**config.mk**
```make
export PLATFORM = sky130hd
export DESIGN_NAME = mrft_monitor_dev_flat
export DESIGN_NICKNAME = d
export VERILOG_FILES = /design/src/mrft_pkg.sv /design/src/mrft_bus_if.sv /design/src/mrft_monitor_dev.sv /design/src/flat_wrapper.sv
export SDC_FILE = /design/constraint.sdc
export NUM_CORES = 1
export LEC_CHECK = 0
export ABC_CLOCK_PERIOD_IN_PS = 7620
export BUFFER_PORTS_ARGS = -buffer_cell sky130_fd_sc_hd__buf_2
export CAP_MARGIN = 20
export CORE_MARGIN = 2
export CORE_UTILIZATION = 49
export CTS_CLUSTER_DIAMETER = 100
export DETAILED_ROUTE_END_ITERATION = 8
export HOLD_SLACK_MARGIN = 0.1
export PLACE_DENSITY = 0.7
export SYNTH_ARGS = -nofsm -noshare
export SYNTH_HDL_FRONTEND = slang
export SYNTH_SLANG_ARGS = --single-unit
```
**constraint.sdc**
```tcl
create_clock -name clk -period 7.62 [get_ports clk]
set_clock_uncertainty 0.2 [all_clocks]
set_input_delay 1.143 -clock clk [delete_from_list [all_inputs] [get_ports clk]]
set_output_delay 1.143 -clock clk [all_outputs]
set_load 0.02 [all_outputs]
```
**src/mrft_pkg.sv**
```systemverilog
// shared constants and types for the monitor readout and fan tachometer block
// Operation
// RULE_01: store keeps last completed result per channel
// RULE_02: reading a value restarts the current conversion
// RULE_03: host reads one value at most every 56 ms
// RULE_04: host waits 0.6 s between full read groups
// RULE_05: host sets limits, then masks, then starts
// RULE_06: results are unsigned 8-bit codes, 255 full scale
// RULE_07: flag when value above high or at/below low
// RULE_08: flag drives interrupt low only when unmasked
// RULE_09: fan counts scaled 22.5 kHz over tach period; the code counts from the first tach rise to the third, two tach periods
// RULE_10: divisor 1, 2, 4 or 8, default 2
// RULE_11: each fan has its own divisor
// RULE_12: count is 1.35e6 over rpm times divisor
// RULE_13: one-pulse fans use double the divisor
// RULE_14: mode bit picks tach or auxiliary analog input
// RULE_15: start high, clear low runs round-robin, fans last
// RULE_16: fan counter saturates at 255, never wraps
package mrft_pkg;

  // ----------------------------------------------------------------
  // register addresses
  // ----------------------------------------------------------------
  localparam logic [4:0] ADDR_VAL_BASE = 5'h00;
  localparam logic [4:0] ADDR_HI_BASE  = 5'h08;
  localparam logic [4:0] ADDR_LO_BASE  = 5'h10;
  localparam logic [4:0] ADDR_CFG      = 5'h18;
  localparam logic [4:0] ADDR_MODE     = 5'h19;
  localparam logic [4:0] ADDR_FDIV     = 5'h1A;
  localparam logic [4:0] ADDR_STAT     = 5'h1B;
  localparam logic [4:0] ADDR_MASK     = 5'h1C;
  localparam logic [4:0] ADDR_END      = 5'h1D;

  // ----------------------------------------------------------------
  // fields and reset values
  // ----------------------------------------------------------------
  localparam int unsigned CFG_START_BIT = 0;
  localparam int unsigned CFG_ICLR_BIT  = 3;
  localparam logic        ICLR_RST      = 1'b1;
  localparam logic [1:0]  FDIV_RST      = 2'h1;
  localparam logic [7:0]  LIM_HI_RST    = 8'hFF;
  localparam logic [7:0]  FCNT_MAX      = 8'hFF;
  localparam logic [1:0]  EDGE_LAST     = 2'h2;
  localparam int unsigned VAL_NUM       = 8;

  // ----------------------------------------------------------------
  // channel slots
  // ----------------------------------------------------------------
  localparam logic [2:0] CH_FIRST = 3'h0;
  localparam logic [2:0] CH_AUX1  = 3'h4;
  localparam logic [2:0] CH_AUX2  = 3'h5;
  localparam logic [2:0] CH_TACH_INPUT_ONE  = 3'h6;
  localparam logic [2:0] CH_TACH_INPUT_TWO  = 3'h7;

  // ----------------------------------------------------------------
  // timing
  // ----------------------------------------------------------------
  localparam real         CLK_HZ        = 200.0e6;
  localparam real         OSC_HZ        = 22.5e3;
  localparam real         READ_GAP_MS   = 56.0;
  localparam real         GROUP_GAP_S   = 0.6;
  localparam int unsigned OSC_DIV_DEF   = $rtoi(CLK_HZ / OSC_HZ);
  localparam int unsigned READ_GAP_DEF  = $rtoi($ceil(READ_GAP_MS * CLK_HZ / 1000.0));
  localparam int unsigned GROUP_GAP_DEF = $rtoi($ceil(GROUP_GAP_S * CLK_HZ));

  typedef enum logic [1:0] {
    ST_IDLE  = 2'b00,
    ST_ISSUE = 2'b01,
    ST_WAIT  = 2'b10,
    ST_FAN   = 2'b11
  } mrft_state_t;

endpackage

```
**src/mrft_bus_if.sv**
```systemverilog
// register access link between host controller and monitor
`timescale 1ns/1ps
interface mrft_bus_if;
  logic       req;
  logic       we;
  logic [4:0] addr;
  logic [7:0] wdata;
  logic       ack;
  logic [7:0] rdata;

  modport dev  (input req, input we, input addr, input wdata, output ack, output rdata);
  modport host (output req, output we, output addr, output wdata, input ack, input rdata);
endinterface

```
**src/mrft_monitor_dev.sv**
```systemverilog
// monitor end: value store, window compare and fan tachometer counter
`timescale 1ns/1ps
module mrft_monitor_dev
  import mrft_pkg::*;
#(
  parameter int unsigned OSC_DIV_CYC = OSC_DIV_DEF
) (
  input  wire logic       clk,
  input  wire logic       srst,
  mrft_bus_if.dev         bus,
  input  wire logic       tach_input_one,
  input  wire logic       tach_input_two,
  output logic            conv_start,
  output logic            conv_abort,
  output logic [2:0]      conv_sel,
  input  wire logic       conv_done,
  input  wire logic [7:0] conv_code,
  output logic            int_n,
  output logic            running
);

  localparam logic [13:0] OSC_LAST = 14'(OSC_DIV_CYC - 1);

  typedef struct packed {
    mrft_state_t      st;
    logic [2:0]       ch;
    logic [7:0][7:0]  vals;
    logic [7:0][7:0]  hi;
    logic [7:0][7:0]  lo;
    logic [7:0]       status;
    logic [7:0]       mask;
    logic             start;
    logic             int_clr;
    logic [1:0]       mode;
    logic [1:0][1:0]  fdiv;
    logic [13:0]      osc_cnt;
    logic [3:0]       pre_cnt;
    logic [7:0]       fcnt;
    logic [1:0]       edges;
    logic [1:0]       sync1;
    logic [1:0]       sync2;
    logic [1:0]       tach_prev;
    logic             ack;
    logic [7:0]       rdata;
    logic             conv_start;
    logic             conv_abort;
    logic             int_n;
  } mrft_dev_reg_t;

  mrft_dev_reg_t s_r;
  mrft_dev_reg_t s_nxt;

  // ----------------------------------------------------------------
  // decode helpers
  // ----------------------------------------------------------------
  function automatic logic in_range(input logic [4:0] a, input logic [4:0] base);
    return (a >= base) && (a < 5'(base + 5'h8));
  endfunction

  function automatic logic ch_on(input logic [2:0] c, input logic [1:0] m);
    logic on;
    on = 1'b1;
    if (c == CH_AUX1) on = m[0];
    else if (c == CH_AUX2) on = m[1];
    else if (c == CH_TACH_INPUT_ONE) on = !m[0];
    else if (c == CH_TACH_INPUT_TWO) on = !m[1];
    return on;
  endfunction

  // skips slots whose pin is in the other mode; fans come last
  function automatic logic [2:0] next_ch(input logic [2:0] c, input logic [1:0] m);
    logic [2:0] k;
    k = c;
    for (int i = 0; i < 4; i++) begin
      k = k + 3'h1;
      if (ch_on(k, m)) return k;
    end
    return CH_FIRST;
  endfunction

  function automatic logic [3:0] div_last(input logic [1:0] code);
    return 4'((4'h1 << code) - 4'h1);
  endfunction

  // ----------------------------------------------------------------
  // next state
  // ----------------------------------------------------------------
  logic       run;
  logic       tick;
  logic       ptick;
  logic       rd_val;
  logic       done;
  logic       rise;
  logic       fi;
  logic [7:0] res;
  logic [7:0] set;
  logic [7:0] clr;

  always_comb begin
    s_nxt  = s_r;
    tick   = 1'b0;
    ptick  = 1'b0;
    rd_val = 1'b0;
    done   = 1'b0;
    res    = 8'h00;
    set    = 8'h00;
    clr    = 8'h00;
    fi     = s_r.ch[0];
    run    = s_r.start && !s_r.int_clr;
    s_nxt.ack        = 1'b0;
    s_nxt.conv_start = 1'b0;
    s_nxt.conv_abort = 1'b0;

    // tach pins are asynchronous: two flops before use
    s_nxt.sync1     = {tach_input_two, tach_input_one};
    s_nxt.sync2     = s_r.sync1;
    s_nxt.tach_prev = s_r.sync2;
    rise = s_r.sync2[fi] && !s_r.tach_prev[fi];

    if (s_r.osc_cnt == OSC_LAST) begin
      s_nxt.osc_cnt = 14'h0000;
      tick          = 1'b1;
    end else begin
      s_nxt.osc_cnt = s_r.osc_cnt + 14'h0001;
    end

    // --------------------------------------------------------------
    // register access, one answer per request
    // --------------------------------------------------------------
    if (bus.req && !s_r.ack) begin
      s_nxt.ack = 1'b1;
      if (bus.we) begin
        if (in_range(bus.addr, ADDR_HI_BASE)) begin
          s_nxt.hi[bus.addr[2:0]] = bus.wdata;
        end else if (in_range(bus.addr, ADDR_LO_BASE)) begin
          s_nxt.lo[bus.addr[2:0]] = bus.wdata;
        end else if (bus.addr == ADDR_CFG) begin
          s_nxt.start   = bus.wdata[CFG_START_BIT];
          s_nxt.int_clr = bus.wdata[CFG_ICLR_BIT];
        end else if (bus.addr == ADDR_MODE) begin
          s_nxt.mode = bus.wdata[1:0]; // [RULE_14]
        end else if (bus.addr == ADDR_FDIV) begin
          s_nxt.fdiv = bus.wdata[3:0]; // [RULE_11]
        end else if (bus.addr == ADDR_STAT) begin
          clr = bus.wdata;
        end else if (bus.addr == ADDR_MASK) begin
          s_nxt.mask = bus.wdata;
        end
      end else begin
        if (in_range(bus.addr, ADDR_VAL_BASE)) begin
          s_nxt.rdata = s_r.vals[bus.addr[2:0]]; // [RULE_01]
          rd_val      = 1'b1;
        end else if (in_range(bus.addr, ADDR_HI_BASE)) begin
          s_nxt.rdata = s_r.hi[bus.addr[2:0]];
        end else if (in_range(bus.addr, ADDR_LO_BASE)) begin
          s_nxt.rdata = s_r.lo[bus.addr[2:0]];
        end else if (bus.addr == ADDR_CFG) begin
          s_nxt.rdata = 8'h00;
          s_nxt.rdata[CFG_START_BIT] = s_r.start;
          s_nxt.rdata[CFG_ICLR_BIT]  = s_r.int_clr;
        end else if (bus.addr == ADDR_MODE) begin
          s_nxt.rdata = {6'h00, s_r.mode};
        end else if (bus.addr == ADDR_FDIV) begin
          s_nxt.rdata = {4'h0, s_r.fdiv};
        end else if (bus.addr == ADDR_STAT) begin
          s_nxt.rdata = s_r.status;
        end else if (bus.addr == ADDR_MASK) begin
          s_nxt.rdata = s_r.mask;
        end else begin
          s_nxt.rdata = 8'h00;
        end
      end
    end

    // --------------------------------------------------------------
    // round-robin sequencer
    // --------------------------------------------------------------
    case (s_r.st)
      ST_IDLE: begin
        if (run) begin
          s_nxt.ch = ch_on(CH_FIRST, s_r.mode) ? CH_FIRST : next_ch(CH_FIRST, s_r.mode);
          s_nxt.st = ST_ISSUE; // [RULE_15]
        end
      end
      ST_ISSUE: begin
        if (s_r.ch == CH_TACH_INPUT_ONE || s_r.ch == CH_TACH_INPUT_TWO) begin
          s_nxt.st      = ST_FAN;
          s_nxt.edges   = 2'h0;
          s_nxt.fcnt    = 8'h00;
          s_nxt.pre_cnt = 4'h0;
        end else begin
          s_nxt.conv_start = 1'b1;
          s_nxt.st         = ST_WAIT;
        end
      end
      ST_WAIT: begin
        if (conv_done) begin
          res  = conv_code; // [RULE_06]
          done = 1'b1;
        end
      end
      ST_FAN: begin
        if (tick) begin
          if (s_r.pre_cnt == div_last(s_r.fdiv[fi])) begin
            s_nxt.pre_cnt = 4'h0;
            ptick         = 1'b1; // [RULE_10]
          end else begin
            s_nxt.pre_cnt = s_r.pre_cnt + 4'h1;
          end
        end
        if (rise && s_r.edges == 2'h0) begin
          s_nxt.edges   = 2'h1;
          s_nxt.fcnt    = 8'h00;
          s_nxt.pre_cnt = 4'h0;
        end else if ((rise && s_r.edges == EDGE_LAST) || s_r.fcnt == FCNT_MAX) begin
          res  = s_r.fcnt; // [RULE_09] [RULE_12]
          done = 1'b1;
        end else begin
          if (rise) s_nxt.edges = s_r.edges + 2'h1;
          // stopped fan ends here at full scale
          if (ptick) s_nxt.fcnt = s_r.fcnt + 8'h01; // [RULE_16]
        end
      end
      default: s_nxt.st = ST_IDLE;
    endcase

    if (done) begin
      s_nxt.vals[s_r.ch] = res; // [RULE_01]
      if (res > s_r.hi[s_r.ch] || res <= s_r.lo[s_r.ch]) begin
        set[s_r.ch] = 1'b1; // [RULE_07]
      end
      s_nxt.ch = next_ch(s_r.ch, s_r.mode); // [RULE_15]
      s_nxt.st = ST_ISSUE;
    end

    if (!run && s_r.st != ST_IDLE) begin
      s_nxt.conv_abort = (s_r.st == ST_WAIT);
      s_nxt.st         = ST_IDLE;
    end else if (rd_val && (s_r.st == ST_WAIT || s_r.st == ST_FAN)) begin
      // a value read throws away the conversion in flight
      s_nxt.conv_abort = (s_r.st == ST_WAIT); // [RULE_02]
      s_nxt.st         = ST_ISSUE; // [RULE_02]
    end

    // set wins over a clear in the same cycle
    s_nxt.status = (s_r.status & ~clr) | set;
    s_nxt.int_n  = s_r.int_clr || !(|(s_nxt.status & ~s_r.mask)); // [RULE_08]

    if (srst) begin
      s_nxt         = '0;
      s_nxt.hi      = {VAL_NUM{LIM_HI_RST}};
      s_nxt.int_clr = ICLR_RST;
      s_nxt.fdiv    = {FDIV_RST, FDIV_RST}; // [RULE_10]
      s_nxt.int_n   = 1'b1;
    end
  end

  always_ff @(posedge clk) begin
    s_r <= s_nxt;
  end

  assign bus.ack    = s_r.ack;
  assign bus.rdata  = s_r.rdata;
  assign conv_start = s_r.conv_start;
  assign conv_abort = s_r.conv_abort;
  assign conv_sel   = s_r.ch;
  assign int_n      = s_r.int_n;
  assign running    = (s_r.st != ST_IDLE);

endmodule

```
**src/flat_wrapper.sv**
```systemverilog
// flat-port wrapper written by rule: the top's interface ports become plain ports
module mrft_monitor_dev_flat import mrft_pkg::*;
#(
  parameter int unsigned OSC_DIV_CYC = OSC_DIV_DEF
)
  (clk, srst, tach_input_one, tach_input_two, conv_start, conv_abort, conv_sel, conv_done, conv_code, int_n, running, bus_req, bus_we, bus_addr, bus_wdata, bus_ack, bus_rdata);
  mrft_bus_if bus_i ();
  input  wire logic clk;
  input  wire logic srst;
  input  wire logic tach_input_one;
  input  wire logic tach_input_two;
  output logic conv_start;
  output logic conv_abort;
  output logic [2:0] conv_sel;
  input  wire logic conv_done;
  input  wire logic [7:0] conv_code;
  output logic int_n;
  output logic running;
  input wire logic [$bits(bus_i.req)-1:0] bus_req;
  input wire logic [$bits(bus_i.we)-1:0] bus_we;
  input wire logic [$bits(bus_i.addr)-1:0] bus_addr;
  input wire logic [$bits(bus_i.wdata)-1:0] bus_wdata;
  output wire logic [$bits(bus_i.ack)-1:0] bus_ack;
  output wire logic [$bits(bus_i.rdata)-1:0] bus_rdata;
  assign bus_i.req = bus_req;
  assign bus_i.we = bus_we;
  assign bus_i.addr = bus_addr;
  assign bus_i.wdata = bus_wdata;
  assign bus_ack = bus_i.ack;
  assign bus_rdata = bus_i.rdata;
  mrft_monitor_dev #(.OSC_DIV_CYC(OSC_DIV_CYC)) u_core (.clk(clk), .srst(srst), .bus(bus_i), .tach_input_one(tach_input_one), .tach_input_two(tach_input_two), .conv_start(conv_start), .conv_abort(conv_abort), .conv_sel(conv_sel), .conv_done(conv_done), .conv_code(conv_code), .int_n(int_n), .running(running));
endmodule
```
==> results of run 1 <==
-- routing by layer --
metal,vias up,track usage,share of wire
met5,-,0,0.00035
met2,616,0.435,0.44
met3,104,0.0699,0.10
met4,2,0.101,0.037
met1,5756,0.389,0.42
li1,5540,-,-
-- through the flow --
stage          power [mW]  cell area (sq um)   util
2_1_floorplan        1.55              13900      -
3_3_place_gp         1.60              14300  0.513
3_5_place_dp         1.60              14400  0.514
4_1_cts              2.96              15300  0.547
5_1_grt              3.04              15300  0.547
6_report             2.96              15300  0.547
-- worst paths after layout --
check | startpoint | end | slack [ps] | cells after the start
max reg2reg | u_core.conv_sel[0] | u_core.s_r[68] | 2870 | 14
min | u_core.s_r[17] | u_core.s_r[15] | 250 | 1
max | u_core.conv_sel[0] | u_core.s_r[68] | 2870 | 14
min reg2reg | u_core.s_r[17] | u_core.s_r[15] | 250 | 1
-- cells in the mapped netlist (all sizes together), types with 5 or more instances --
cell type and n:
nand3 21, nand3b 8, a22oi 25, o21ai 57, nand4 11, ha 34, nor2 216, a22o 10
or3 8, a2111oi 6, a221oi 15, o31ai 7, clkbuf 74, dfxtp 267, and2 8, xnor2 9
o22ai 15, a211oi 84, mux4 35, a31oi 5, a21oi 73, nor2b 20, mux2 21, nor3 17
nand2 163, o211ai 5, buf 52, xor2 13, mux2i 166, inv 35, and3 6, nand2b 14
-- area by class of cell --
type / count / area, sq um
fillers: 2509 / 12600
flip-flops and latches: 267 / 5350
inverters: 36 / 138
repair buffers: 74 / 464
well taps: 378 / 473
multi-input cells: 1127 / 7930
clock buffers: 41 / 831
clock inverters: 12 / 97.6
-- cell families after synthesis --
family,after synthesis,share of synthesized area
flip-flops,267,0.383
XOR/XNOR,22,0.0138
adder cells (fa/ha/maj),35,0.0313
AO/OA/AOI/OAI,342,0.169
multiplexers,222,0.193
AND/OR/NAND/NOR,506,0.160
buffers and inverters,162,0.0498
-- state kept, by name, indices dropped and copies added (netlist names) --
signal	count
u_core.bus.ack	1
u_core.bus.rdata	8
u_core.conv_abort	1
u_core.conv_sel	3
u_core.conv_start	1
u_core.int_n	1
u_core.s_r	252
-- worst max-delay path, cell delays in order, from the launching register on --
cell	delay (ps)
dfxtp_2	310
buf_4	550
and4b_1	340
nor3_2	100
o21a_1	240
a22oi_1	990
inv_1	110
ha_1	340
nor2b_1	150
o2111ai_1	130
a31oi_1	170
o21bai_1	120
a211o_1	350
o211ai_4	350
o22ai_1	140
-- power by group through the flow --
stage                     Sequential (mW)  Combinational, mW  Clock, mW
final                                1.41              0.166       1.38
after CTS                            1.41              0.161       1.39
after global routing                 1.41              0.174       1.46
after detailed placement             1.44              0.160          0
after floorplan                      1.44              0.109          0
after global placement               1.44              0.159          0
-- layout by cell type (no fill, tap or decap), types with 23 or more instances in the layout --
| cell type | synthesis | final |
|---|---|---|
| buf_2 | 22 | 41 |
| o21ai_0 | 55 | 55 |
| nor2_1 | 216 | 216 |
| ha_1 | 34 | 34 |
| mux4_2 | 35 | 35 |
| mux2i_1 | 166 | 166 |
| a22oi_1 | 23 | 23 |
| a211oi_1 | 83 | 83 |
| dfxtp_1 | 267 | 264 |
| nand2_1 | 163 | 163 |
| inv_1 | 33 | 33 |
| clkbuf_16 | 0 | 29 |
| buf_4 | 11 | 30 |
| a21oi_1 | 73 | 73 |
==> impl_results.md, run 1 <==
- Top_reg_cell synth: dfxtp_1
- Flop pwr share: 0.477
- CTS resizes: 0
- Synth Area per Inst: 8.96 sq um
- Clk pin slew, worst setup/hold paths: 60 ps
- Comb pwr share: 0.056
- Core box area: 27900 sq um
- Die H: 173 microns
- Status: complete, no violations
- Setup slack at placement: 2730 ps
- Iteration-0 DRC Markers: 1500
- CTS Sinks: 267
- Final WS setup: 2870 ps
- Skew-Pair Late Insertion Delay: 560 ps
- Final net count: 1597
- Vias/cell: 6.21
- WHS: 246 ps
- Htree depth: 1
- Crit path required time: 7820 ps
- Setup Crit Path Kind: reg2reg
- FMAX: 210 MHz
- EDFF count, synth: 0
- Fin crit period: 4750 ps
- Drt pass-1 iters: 6
- Clock buffer depth: 3
- Final global-route overflow total: 0
- Inserted Clock Buffers: 29
- Initial antenna violation count: 1
- Leak Pwr: 5.28 nW
- Starting Density: 0.499
- DR vias: 12000
- Final TNS setup: 0 ps
- Max_cap viols: 0
- RSZ-0062 raised after global routing: no
- Sw power: 0.720 mW
- Final period utilization: 0.624
- Routed len/inst: 22.3 microns
- Final Hold Viols: 0
- Worst hold path class: reg2reg
- Int Power: 2.24 mW
- TritonCTS clock tree: yes
- # rows: 61
- Power per cell area: 194 nW/um^2
- First-pass GRT wire length: 66700 microns
- GRT Total Usage: 0.283
- Hold Buf Count CTS: 0
- N_diodes: 0
- Port Buf Inserts: 43
- Mapped Cells: 1556
- Critical Path AT: 4960 ps
- Startpoint Class: flop
- Peak supply drop: 0.000154 V
- Yosys warning total: 0
- Share of layout cells above drive strength 1: 0.130
- Largest area contributor in the netlist: dfxtp_1
- Synth unique cells: 75
- Setup bufs post-CTS: 0
- Detailed Place HPWL: 29300 microns
- Slew Limit Fails: 0
- Root buffer cell: clkbuf_16
- Syn nets: 1618
- Largest net degree at the start of global routing: 106
- Critical path fanouts, max: 44
- Antenna-violating nets left: 0
- Sw Share: 0.243
- Dpl cells: 1882
- Number of global-route vias before repair: 11300
- Yosys top cell area share: 0.383
- Least-Margin Pin Slew: 1220 ps
- Post-Synthesis Cell Area: 13900 sq um
- P&R area growth vs syn: 9.63%
- Non-filler cells, final: 1935
- Ranking of synthesized cells by area: dfxtp_1 (38%), mux2i_1 (12%), nor2_1 (5.8%)
- Chip width: 173 microns
- Post-synth ARST share: 0
- Post-synthesis sequential area ratio: 0.383
- IO Pins: 44
- Rel. slew slack: 0.187
- CP Capture Type: flop
- Post-route DRC: 0
- Post-synthesis register bit count: 267
- RePlAce Congestion: 1.03
- Clock power frac: 0.467
- Final setup violation count: 0
- Die Footprint: 29800 sq um
- Overall routed net length: 43100 microns
(Power assumes the default switching activity.)
==> run 2, diff against run 1 <==
--- a/config.mk
+++ b/config.mk
@@ -5,7 +5,7 @@
 export SDC_FILE = /design/constraint.sdc
 export NUM_CORES = 1
 export LEC_CHECK = 0
-export ABC_CLOCK_PERIOD_IN_PS = 7620
+export ABC_CLOCK_PERIOD_IN_PS = 4260
 export BUFFER_PORTS_ARGS = -buffer_cell sky130_fd_sc_hd__buf_2
 export CAP_MARGIN = 20
 export CORE_MARGIN = 2
@@ -13,7 +13,7 @@
 export CTS_CLUSTER_DIAMETER = 100
 export DETAILED_ROUTE_END_ITERATION = 8
 export HOLD_SLACK_MARGIN = 0.1
-export PLACE_DENSITY = 0.7
+export PLACE_DENSITY = 0.73
 export SYNTH_ARGS = -nofsm -noshare
 export SYNTH_HDL_FRONTEND = slang
 export SYNTH_SLANG_ARGS = --single-unit
==> constraint.sdc (replaced) <==
create_clock -name clk -period 4.26 [get_ports clk]
set_clock_uncertainty 0.2 [all_clocks]
set_input_delay 0.639 -clock clk [delete_from_list [all_inputs] [get_ports clk]]
set_output_delay 0.639 -clock clk [all_outputs]
set_load 0.02 [all_outputs]
==> impl_results.md, run 2 (synthesis results as in run 1) <==
- Die Footprint: 29800 sq um (unchanged)
- Final TNS setup: 0 ps (unchanged)
- First-pass GRT wire length: 68200 microns (+2.3%)
- Iteration-0 DRC Markers: 1466 (-2.3%)
- Fin crit period: 3940 ps (-819 ps)
- RePlAce Congestion: 0.960 (-6.5%)
- GRT Total Usage: 0.287 (+0.00333)
- Detailed Place HPWL: 30000 microns (+2.6%)
- Most frequent cells in the layout: dfxtp_1 (264), nor2_1 (216), mux2i_1 (166), nand2_1 (163), a211oi_1 (83)
- Final WS setup: 324 ps (-2540 ps)
- DR vias: 12300 (+2.6%)
- Core box area: 27900 sq um (unchanged)
- Share of layout cells above drive strength 1: 0.148 (+0.0180)
- Peak supply drop: 0.000298 V (+94%)
- Final Hold Viols: 0 (unchanged)
- Final global-route overflow total: 0 (unchanged)
- Top reg by flops: u_core.s_r
- Setup slack at placement: 191 ps (-2540 ps)
- # rows: 61 (unchanged)
- Critical Path AT: 4200 ps (-760 ps)
- Crit path required time: 4530 ps (-3290 ps)
- Worst reg2reg path endpoint: u_core.s_r[66]
- Leak Pwr: 5.48 nW (+3.7%)
- R2R Setup Slk: 320 ps (-2540 ps)
- Skew-Pair Late Insertion Delay: 560 ps (about the same)
- Least-Margin Pin Slew: 982 ps (-237 ps)
- Initial antenna violation count: 3 (+2)
- Status: complete, no violations
- Rel. slew slack: 0.343 (+0.156)
- Reg-to-reg startpoint: u_core.conv_sel[0]
- Number of flip-flops in the largest register: 252 (unchanged)
- P&R area growth vs syn: 12.5%
- Inserted Clock Buffers: 29 (unchanged)
- Critical path fanouts, max: 30 (-32%)
- Overall routed net length: 44000 microns (+2.0%)
- Worst hold path class: reg2reg
- Commonest non-fill, non-tap cell in the layout: dfxtp_1
- Post-route DRC: 0 (unchanged)
- Number of global-route vias before repair: 11700 (+4.0%)
- Worst Hold Path Cells: 1 (unchanged)
- IO Pins: 44 (unchanged)
- Setup Crit Path Kind: reg2reg
- Power per cell area: 365 nW/um^2 (+89%)
- Final setup violation count: 0 (unchanged)
- Drt pass-1 iters: 9 (+3)
- Max_cap viols: 0 (unchanged)
- Final period utilization: 0.924 (+0.300)
- Hold Path Sink: u_core.s_r[32]
- Root buffer cell: clkbuf_16
- Vias/cell: 6.28 (+1.1%)
- Antenna-violating nets left: 0 (unchanged)
- R2R depth: 13 (-1)
- Clk pin slew, worst setup/hold paths: 60 ps (about the same)
- CP Capture Type: flop
- Starting Density: 0.499 (unchanged)
- TritonCTS clock tree: yes
- Clock buffer depth: 3 (unchanged)
- CTS Sinks: 267 (unchanged)
- Startpoint Class: flop
- Filler instances: 2521 (+0.48%)
- Htree depth: 1 (unchanged)
- Final net count: 1623 (+1.6%)
- RSZ-0062 raised after global routing: no
- Port Buf Inserts: 43 (unchanged)
- Chip width: 173 microns (unchanged)
- Largest net degree at the start of global routing: 66 (-38%)
- Routed len/inst: 22.4 microns (+0.46%)
- FMAX: 254 MHz (+21%)
- Worst hold start: u_core.s_r[32]
- Slew Limit Fails: 0 (unchanged)
- Die H: 173 microns (unchanged)
==> run 2: worst max-delay path, stage by stage, from the launching register on <==
cell and delay [ps]:
dfxtp_2 460, buf_4 210, buf_4 450, mux4_2 570
mux2i_1 300, ha_1 310, nor2b_1 140, o2111ai_1 170
a31oi_1 100, o21bai_1 210, nor3_1 80, nand4b_1 170
o211ai_4 160, o32ai_1 290
==> run 2: repair_timing <==
item / 4_1_cts / 5_1_grt
hold buffers: 2 / 0
gates resized for setup: 0 / 4
hold endpoints to repair: 2 / 0
setup endpoints to repair: 0 / 9
buffers inserted: 0 / 0
==> run 2: worst max path at each step <==
stage | startpoint | end | slack [ps] | cells past startpoint
2_1_floorplan | u_core.conv_sel[1] | u_core.s_r[62] | 450 | 12
3_3_place_gp | u_core.s_r[18] | u_core.s_r[63] | 250 | 14
3_5_place_dp | u_core.s_r[18] | u_core.s_r[62] | 190 | 14
4_1_cts | u_core.s_r[18] | u_core.s_r[62] | 180 | 14
5_1_grt | u_core.conv_sel[0] | u_core.conv_sel[0] | 80 | 14
6_report | u_core.conv_sel[0] | u_core.s_r[66] | 320 | 13
==> run 2: layout make-up <==
| type | instances | area [sq um] | share of cell area |
|---|---|---|---|
| repair buffers | 100 | 669 | 0.0427 |
| flip-flops and latches | 267 | 5350 | 0.341 |
| well taps | 378 | 473 | 0.0301 |
| clock inverters | 18 | 313 | 0.0199 |
| inverters | 36 | 138 | 0.00877 |
| multi-input cells | 1127 | 7950 | 0.507 |
| diodes | 2 | 5.00 | 0.000319 |
| clock buffers | 36 | 792 | 0.0505 |
==> run 2: stage by stage <==
step / cell area (sq um) / hold slack, ps / power, mW / utilization / instances
2_1_floorplan: 13900 / 214 / 2.77 / - / 1556
3_3_place_gp: 14500 / 240 / 2.87 / 0.521 / 1906
3_5_place_dp: 14500 / 245 / 2.87 / 0.521 / 1906
4_1_cts: 15700 / 254 / 5.74 / 0.561 / 1962
5_1_grt: 15700 / 284 / 5.87 / 0.562 / 1963
6_report: 15700 / 263 / 5.73 / 0.562 / 1964
==> run 2: report_power, final <==
part | internal [mW] | total (mW) | leakage [nW] | switching, mW
clock network | 1.81 | 2.90 | 0.520 | 1.09
logic | 0.0850 | 0.310 | 2.80 | 0.225
registers | 2.51 | 2.52 | 2.16 | 0.0121
total | 4.40 | 5.73 | 5.48 | 1.33
==> run 2: metal layers <==
metal | GRT usage | share of wire | vias up
li1 | - | - | 5621
met1 | 0.390 | 0.42 | 5930
met2 | 0.449 | 0.45 | 648
met3 | 0.0587 | 0.090 | 128
met4 | 0.111 | 0.039 | 2
met5 | 0 | 0.00034 | -
